$ cat config.mk
export PLATFORM = sky130hd
export DESIGN_NAME = kpil_top
export DESIGN_NICKNAME = d
export VERILOG_FILES = /design/src/hdl/kpil_pkg.sv /design/src/hdl/kpil_pin_sync.sv /design/src/hdl/kpil_top.sv
export SDC_FILE = /design/constraint.sdc
export NUM_CORES = 1
export LEC_CHECK = 0
export BUFFER_PORTS_ARGS = -buffer_cell sky130_fd_sc_hd__buf_2
export CORE_MARGIN = 2
export CORE_UTILIZATION = 48
export CTS_BUF_LIST = sky130_fd_sc_hd__clkbuf_4 sky130_fd_sc_hd__clkbuf_8
export DETAILED_ROUTE_END_ITERATION = 8
export GPL_TIMING_DRIVEN = 0
export PLACE_DENSITY_LB_ADDON = 0.08
export SYNTH_ARGS = -nofsm -noshare
export SYNTH_HDL_FRONTEND = slang
export SYNTH_SLANG_ARGS = --single-unit
$ cat constraint.sdc
create_clock -name clk -period 2.7 [get_ports clk]
set_clock_uncertainty 0.05 [all_clocks]
set_input_delay 0.405 -clock clk [delete_from_list [all_inputs] [get_ports clk]]
set_output_delay 0.405 -clock clk [all_outputs]
set_load 0.005 [all_outputs]
$ cat src/hdl/kpil_pkg.sv
package kpil_pkg;

    // Pin count
    localparam int PIN_COUNT = 5;

    // Register byte offsets on the bus
    localparam logic [7:0] OFS_STATUS_CONTROL = 8'h00;
    localparam logic [7:0] OFS_PIN_ENABLE = 8'h04;
    localparam logic [7:0] OFS_PIN_POLARITY = 8'h08;
    localparam logic [7:0] OFS_PORT_DATA = 8'h0C;
    localparam logic [7:0] OFS_PORT_DIR = 8'h10;
    localparam int ADDR_DECODE_W = 8;

    // Status and control field positions
    localparam int BIT_SENSITIVITY = 0;
    localparam int BIT_REQUEST_MASK = 1;
    localparam int BIT_LATCH_ACK = 2;
    localparam int BIT_PENDING = 3;

    // Reset values
    localparam logic RST_SENSITIVITY = 1'b0;
    localparam logic RST_REQUEST_MASK = 1'b0;
    localparam logic RST_LATCH = 1'b0;
    localparam logic [31:0] RST_RDATA = 32'h0000_0000;

    // AHB-Lite encodings
    localparam logic [1:0] HTRANS_NONSEQ = 2'h2;
    localparam logic [1:0] HTRANS_SEQ = 2'h3;
    localparam logic HRESP_OKAY = 1'b0;

endpackage

$ cat src/hdl/kpil_pin_sync.sv
`timescale 1ns/1ps

module kpil_pin_sync #(
    parameter int WIDTH = 5
) (
    // Clock and reset
    input wire logic clk,
    input wire logic resetn,
    // Pin levels
    input wire logic [WIDTH-1:0] pinAsync,
    output logic [WIDTH-1:0] pinSync
);

    typedef struct packed {
        logic [WIDTH-1:0] stage1;
        logic [WIDTH-1:0] stage2;
    } kpil_sync_s;

    kpil_sync_s s_q;
    kpil_sync_s s_d;

    // First stage feeds only the second; nothing else looks at it
    always_comb
    begin
        s_d = s_q;
        s_d.stage1 = pinAsync;
        s_d.stage2 = s_q.stage1;
    end

    always_ff @(posedge clk or negedge resetn)
    begin
        if (!resetn)
        begin
            s_q <= '0;
        end
        else
        begin
            s_q <= s_d;
        end
    end

    assign pinSync = s_q.stage2;

endmodule // kpil_pin_sync

$ cat src/hdl/kpil_top.sv
// Our own choices: the register addresses and the AHB-Lite register port.
`timescale 1ns/1ps


module kpil_top #(
    parameter int NPINS = kpil_pkg::PIN_COUNT
) (
    // Clock and reset
    input wire logic clk,
    input wire logic resetn,
    // AHB-Lite slave
    input wire logic hsel,
    input wire logic [31:0] haddr,
    input wire logic [1:0] htrans,
    input wire logic hwrite,
    input wire logic [2:0] hsize,
    input wire logic [31:0] hwdata,
    input wire logic hready,
    output logic hreadyout,
    output logic hresp,
    output logic [31:0] hrdata,
    // Port pins, two-way
    input wire logic [NPINS-1:0] pinIn,
    output logic [NPINS-1:0] pinOut,
    output logic [NPINS-1:0] pinOe,
    // Pull devices
    output logic [NPINS-1:0] pullUpEn,
    output logic [NPINS-1:0] pullDownEn,
    // CPU interrupt logic
    input wire logic vectorFetchAck,
    output logic irqRequest,
    output logic pendingFlag
);

    typedef struct packed {
        logic [NPINS-1:0] pinIrqEnable;
        logic [NPINS-1:0] pinPolaritySelect;
        logic [NPINS-1:0] portData;
        logic [NPINS-1:0] portDir;
        logic [NPINS-1:0] prevActive;
        logic sensitivitySelect;
        logic requestMask;
        logic latch;
        logic ackSeen;
        logic wrPend;
        logic [kpil_pkg::ADDR_DECODE_W-1:0] wrAddr;
        logic [31:0] rdata;
    } kpil_state_s;

    kpil_state_s s_q;
    kpil_state_s s_d;

    logic [NPINS-1:0] pinLevel;
    logic [NPINS-1:0] levelActive;
    logic [NPINS-1:0] asserted;
    logic [NPINS-1:0] edges;
    logic addrPhase;
    logic [kpil_pkg::ADDR_DECODE_W-1:0] rdAddr;
    logic swAck;
    logic ackPulse;
    logic anyAsserted;
    logic edgeSet;
    logic setLatch;
    logic clearLatch;

    kpil_pin_sync #(
        .WIDTH(NPINS)
    ) u_sync (
        .clk(clk),
        .resetn(resetn),
        .pinAsync(pinIn),
        .pinSync(pinLevel)
    );

    // Zero wait states keep the master simple; every access is a single word
    assign addrPhase = hsel & hready & htrans[1];
    assign rdAddr = haddr[kpil_pkg::ADDR_DECODE_W-1:0];

    // Polarity decides which level counts as active
    assign levelActive = ~(pinLevel ^ s_q.pinPolaritySelect);
    assign asserted = levelActive & s_q.pinIrqEnable;
    assign edges = asserted & ~s_q.prevActive;
    assign anyAsserted = |asserted;

    // A pin already held asserted masks new edges on other pins
    assign edgeSet = (|edges) & ~(|(asserted & s_q.prevActive));

    assign swAck = s_q.wrPend
        & (s_q.wrAddr == kpil_pkg::OFS_STATUS_CONTROL)
        & hwdata[kpil_pkg::BIT_LATCH_ACK];
    assign ackPulse = vectorFetchAck | swAck;

    always_comb
    begin
        s_d = s_q;
        setLatch = 1'b0;
        clearLatch = 1'b0;

        // Register writes land in the data phase
        if (s_q.wrPend)
        begin
            case (s_q.wrAddr)
                kpil_pkg::OFS_STATUS_CONTROL:
                begin
                    s_d.sensitivitySelect = hwdata[kpil_pkg::BIT_SENSITIVITY];
                    s_d.requestMask = hwdata[kpil_pkg::BIT_REQUEST_MASK];
                end
                kpil_pkg::OFS_PIN_ENABLE:
                begin
                    s_d.pinIrqEnable = hwdata[NPINS-1:0];
                end
                kpil_pkg::OFS_PIN_POLARITY:
                begin
                    s_d.pinPolaritySelect = hwdata[NPINS-1:0];
                end
                kpil_pkg::OFS_PORT_DATA:
                begin
                    s_d.portData = hwdata[NPINS-1:0];
                end
                kpil_pkg::OFS_PORT_DIR:
                begin
                    s_d.portDir = hwdata[NPINS-1:0];
                end
                default:
                begin
                    // Unmapped writes are dropped
                    s_d.portDir = s_q.portDir;
                end
            endcase
        end

        s_d.prevActive = levelActive;

        // Latch update; a set in the same cycle as a clear wins
        if (s_q.sensitivitySelect)
        begin
            setLatch = anyAsserted;
            clearLatch = (ackPulse | s_q.ackSeen) & ~anyAsserted;
        end
        else
        begin
            setLatch = edgeSet;
            clearLatch = ackPulse;
        end
        s_d.latch = setLatch | (s_q.latch & ~clearLatch);

        // Remember an early acknowledge until the pins let go
        s_d.ackSeen = s_q.sensitivitySelect & s_d.latch & ~(|edges)
            & (s_q.ackSeen | ackPulse);

        // Capture the address phase
        s_d.wrPend = addrPhase & hwrite;
        s_d.wrAddr = addrPhase ? rdAddr : s_q.wrAddr;

        // Read data is taken from the next state so a read right after a write sees it
        if (addrPhase & ~hwrite)
        begin
            s_d.rdata = 32'h0000_0000;
            case (rdAddr)
                kpil_pkg::OFS_STATUS_CONTROL:
                begin
                    s_d.rdata[kpil_pkg::BIT_SENSITIVITY] = s_d.sensitivitySelect;
                    s_d.rdata[kpil_pkg::BIT_REQUEST_MASK] = s_d.requestMask;
                    s_d.rdata[kpil_pkg::BIT_LATCH_ACK] = 1'b0;
                    s_d.rdata[kpil_pkg::BIT_PENDING] = s_d.latch;
                end
                kpil_pkg::OFS_PIN_ENABLE:
                begin
                    s_d.rdata[NPINS-1:0] = s_d.pinIrqEnable;
                end
                kpil_pkg::OFS_PIN_POLARITY:
                begin
                    s_d.rdata[NPINS-1:0] = s_d.pinPolaritySelect;
                end
                kpil_pkg::OFS_PORT_DATA:
                begin
                    // Pin level shows only where the direction bit is 0
                    s_d.rdata[NPINS-1:0] = (pinLevel & ~s_d.portDir)
                        | (s_d.portData & s_d.portDir);
                end
                kpil_pkg::OFS_PORT_DIR:
                begin
                    s_d.rdata[NPINS-1:0] = s_d.portDir;
                end
                default:
                begin
                    s_d.rdata = 32'h0000_0000;
                end
            endcase
        end
    end

    always_ff @(posedge clk or negedge resetn)
    begin
        if (!resetn)
        begin
            s_q <= '0;
            s_q.sensitivitySelect <= kpil_pkg::RST_SENSITIVITY;
            s_q.requestMask <= kpil_pkg::RST_REQUEST_MASK;
            s_q.latch <= kpil_pkg::RST_LATCH;
            s_q.pinPolaritySelect <= '0;
            s_q.rdata <= kpil_pkg::RST_RDATA;
        end
        else
        begin
            s_q <= s_d;
        end
    end

    // Bus answer
    assign hreadyout = 1'b1;
    assign hresp = kpil_pkg::HRESP_OKAY;
    assign hrdata = s_q.rdata;

    // An enabled pin is always an input, whatever its direction bit says
    assign pinOut = s_q.portData;
    assign pinOe = s_q.portDir & ~s_q.pinIrqEnable;

    // Pull toward the inactive level
    assign pullUpEn = s_q.pinIrqEnable & ~s_q.pinPolaritySelect;
    assign pullDownEn = s_q.pinIrqEnable & s_q.pinPolaritySelect;

    assign pendingFlag = s_q.latch;
    assign irqRequest = s_q.latch & ~s_q.requestMask;

endmodule // kpil_top

---- Word level (Yosys, flattened, before mapping) ----
Cells that the tools add are included.
storage, ports and cells
  register bits ........................... 53
  latch bits .............................. 0
  memory bits (writable) .................. 0
  memory bits (read-only) ................. 0
  output and inout port bits .............. 56
  memories kept ........................... 0
cells by class
  add/subtract/negate cells ............... 0
  multiply operators ...................... 0
  div/mod/pow operators ................... 0
  magnitude comparators ................... 0
  eq/ne operators ......................... 8
  shift operators ......................... 0
  mux-type cells .......................... 11
  bitwise gates (word level) .............. 37
  reduce and logical (&&, ||, !) cells .... 5
operators with widths
  operator                                       count
  AND 5 bit                                      8
  == test 8 x 4 -> 1 bit, second input constant  4
  inverter 5 bit                                 5
  two-way mux 20 bit                             1
  two-way mux 5 bit                              4
  case mux 4 bit (5 select lines)                1
  == test 8 x 3 -> 1 bit, second input constant  2
  == test 8 x 5 -> 1 bit, second input constant  2
  logical NOT 8 bit                              2
  OR reduction 5 bit                             3
  AND 1 bit                                      13
  inverter 1 bit                                 6
  bitwise OR 5 bit                               1
  bitwise XOR 5 bit                              1
  two-way mux 2 bit                              2
  case mux 1 bit (4 select lines)                1
  bitwise OR 1 bit                               3
  two-way mux 1 bit                              2

---- Depth between registers and ports, before layout ----
  depth after elaboration ................. 13
  gate-level depth with buffers ........... 7

---- Modules after synthesis ----
Synthesis repeated with hierarchy kept, for this count alone.
second synthesis, totals
  cell total of the unflattened synthesis .. 245
  area, all modules ....................... 2791.4 um^2
modules (own cells, without submodules)
  module         instances  cells each  area an instance (um^2)
  kpil_top       1          235         2541.2
  kpil_pin_sync  1          10          250.2

---- Least setup slack after synthesis ----
No wires, ideal clock.
  path type ............................... register to register
  start point ............................. register s_q[34] in the netlist's numbering
  end point ............................... register s_q (netlist bit hrdata[1])
  arrival time ............................ 1958 ps
  data required time ...................... 2527 ps
  path slack .............................. 569 ps
  stages on the path, launching flop included .. 8
  buffers on the path ..................... 1
  clock period less this slack ............ 2131 ps
  path through ............................ dfrtp_1 > nor4b_4 > and4b_1 > buf_6 > mux2_2 > mux2_2 > a22oi_1 > nand2b_1
RTL lines
  what         line            text
  from (decl)  kpil_top.sv:50  kpil_state_s s_q;

---- Worst setup path after layout ----
  start point ............................. register s_q[34] in the netlist's numbering
  end point ............................... register s_q (netlist bit hrdata[0])
on the way
  word-level cells in the longest chain between the ends .. 7
  elaborated cells on any way between the ends .. 17
  classes of those cells .................. eq/ne (4); mux (8); bitwise (4); reduce/logical (1)
ends and longest elaborated chain
  what                               line             text
  == test 8 x 5 -> 1 bit             kpil_top.sv:102  case (s_q.wrAddr)
  two-way mux 5 bit                  kpil_top.sv:102
  two-way mux 20 bit                 kpil_top.sv:100  if (s_q.wrPend)
  inverter 5 bit                     kpil_top.sv:178  s_d.rdata[NPINS-1:0] = (pinLevel & ~s_d.portDir)
  AND 5 bit                          kpil_top.sv:178
  bitwise OR 5 bit                   kpil_top.sv:179  | (s_d.portData & s_d.portDir);
  case mux 4 bit (5 select lines) *  kpil_top.sv:159  case (rdAddr)
Mark *: on every way between the ends. The rest lies on a longest branch, timed or not.
A chain may end at the register's enable or synchronous reset.

==> results.toml <==
[status]
status = "completed"

[cts]
htreeDepth = 2
cts_sinks = 53
holdBufCountCts = 0
cts_root_buf = "clkbuf_8"
clk_latency_ps = 300
cts_tree = "built"
cts_resized = 0
clk_pin_slew_ps = 100
clock_path_buffers = 2
cts_setup_buffers = 0
cts_made_buffers = 5

[synthesis]
ys_seq_area_share_pct = 47.24
synth_flop_cell = "dfrtp_1"
syn_area_um2 = 2808
yosysWarnings = 0
async_flop_share_pct = 100.0
yosysUniqueCellTypes = 51
syn_avg_cell_area_um2 = 11.70
ys_ff_latch = 53
synth_edf_count = 0
synthCells = 240

[final_layout]
final_layout_size_suffix_gt1_share_pct = 42.77
nFillCells = 514
fin_nets = 404
final_cell_mix = "dfrtp_1 (53), buf_2 (50), buf_4 (39)"
final_common_cell = "dfrtp_1"
syn2layout_area_growth_pct = 19.16
n_antenna_cell = 0

[floorplan]
dieHeight_um = 80.48
rows = 27
dieWidth_um = 80.48
ios = 136
dieArea_um2 = 6477
initial_core_util_pct = 50.37
core-area_um2 = 5574

[timing]
hold_viol = 0
tns_ps = 0
post-route-period-util_pct = 87.56
slew_violations = 0
fmax_mhz = 423.0
grt_setup_unrepaired = "no"
hold_slack_ps = 148.6
setup_viol_count_final = 0
period_minus_slack_ps = 2364
slew_headroom_pct = 21.60
worst_pin_slew_ps = 1176
fin_ws_ps = 335.8

[detailed_routing]
met2WireLength_mm = 2.711
ant_nets = 0
wire_per_inst_um = 14.28
wl_met1_mm = 2.609
met3_wirelength_um = 284
drt_iter0_drc = 136
drc_errors = 0
via_per_inst = 4.861
dr.pass1.iters = 4
top_layer = "met4"
wirelength_mm = 5.670
vias = 1930

[run]
cap_violations = 0

[global_route]
grt_overflow = 0
grt_max_degree = 54
grt_pass1_vias = 1892
track_usage_pct = 19.19
antenna_found_initial = 0
grt_first_pass_wirelength_mm = 9.321

[critical_path]
reg2reg_from = "s_q[34]"
end_kind = "flip-flop"
required_ps = 2840
max_stage_delay_ps = 440
crit_path_start_kind = "flip-flop"
slowest_stage = "dfrtp_1"
ff2ff_path_depth = 7
cp-startpoint = "s_q[34]"
worstSetupPathType = "flip-flop to flip-flop"
path_cells = "nor4b_4 -> and4b_1 -> buf_6 -> mux2i_1 -> mux2_4 -> a22oi_2 -> o21ai_1"
crit_arrival_ps = 2510
crit_buf_inv = 1
critPathMaxFanout = 5
reg2reg_to = "hrdata[0]"
r2r_setup_slack_ps = 340
cpLargestDelayFamily = "simple AND/OR/NAND/NOR gates"

[pwr]
irDropWorstVdd_mv = 0.3065
powerDensity_nw_per_um2 = 489.9
leakage_nw = 1.708

[placement]
place_congestion = 0.8834
port_buffers = 50
dp_hpwl_mm = 4.362
place_ws_ps = 310.8

[worst_hold_path]
hp-start = "pinIn[3]"
hold_path_depth = 1
whs_endpoint = "u_sync.s_d[3]"
min_path_type = "input pin to flip-flop"
-- power by group --
group / switching, mW / leakage (nW) / internal, mW
Clock: 0.254 / 0.0512 / 0.208
Combinational: 0.113 / 0.996 / 0.141
Sequential: 0.0627 / 0.661 / 0.860
-- worst max path at each step --
stage                 to  slack (ps)  cells past startpoint
3_5_place_dp   hrdata[4]         310                      7
4_1_cts        hrdata[4]         310                      7
3_3_place_gp   hrdata[0]         380                      7
6_report       hrdata[0]         340                      7
2_1_floorplan  hrdata[1]         570                      7
5_1_grt        hrdata[4]         190                      7
-- registers in the layout, summed over array words and instances, names as in the netlist --
| name | cells |
|---|---|
| u_sync.s_d | 5 |
| pendingFlag | 1 |
| s_q | 32 |
| pinOut | 5 |
| u_sync.pinSync | 5 |
| hrdata | 5 |
-- cells in the mapped netlist (4+ instances only) --
master	n	area [um^2]
inv_1	7	26.28
dfrtp_1	53	1326
and2_1	7	43.79
mux2i_1	4	40.04
nand3_1	10	50.05
mux2_4	4	60.06
nor2_1	8	30.03
nand2_1	5	18.77
nand3b_1	4	30.03
nor2b_1	14	87.58
buf_4	39	292.8
xnor2_1	5	43.79
mux2_2	26	292.8
a22oi_1	4	30.03
a32oi_1	4	35.03
-- per-stage QoR --
step / instances / instance area [um^2] / total power [mW] / util, %
after CTS: 397 / 3346 / 1.668 / 60.02
after global placement: 389 / 3249 / 1.190 / 58.29
final: 397 / 3346 / 1.639 / 60.02
after floorplan: 267 / 2909 / 1.097 / -
after global routing: 397 / 3346 / 1.732 / 60.02
after detailed placement: 389 / 3249 / 1.195 / 58.29
-- routing by layer --
| layer | up-vias | global-route usage, % |
|---|---|---|
| met5 | - | 0 |
| met4 | 0 | 5.593 |
| met3 | 6 | 3.483 |
| met2 | 49 | 32.33 |
| met1 | 924 | 25.25 |
| li1 | 951 | - |
-- cells by family after synthesis --
logic type	after synthesis	share of synthesized area [%]
flip-flops	53	47.24
multiplexers	34	13.99
buffers and inverters	50	12.21
XOR/XNOR	5	1.560
other	2	0.2675
AND/OR/NAND/NOR	70	17.60
AO/OA/AOI/OAI	26	7.130
-- layout make-up --
| cell class | instances | area [um^2] | area share, % |
|---|---|---|---|
| Sequential cell | 53 | 1326 | 39.64 |
| Timing Repair Buffer | 50 | 250.2 | 7.479 |
| Clock inverter | 2 | 13.76 | 0.4114 |
| Multi-Input combinational cell | 164 | 1240 | 37.06 |
| Clock buffer | 6 | 82.58 | 2.468 |
| Buffer | 43 | 316.6 | 9.461 |
| Inverter | 7 | 26.28 | 0.7853 |
| Tap cell | 72 | 90.09 | 2.693 |
Power figures use the tool's default switching activity.
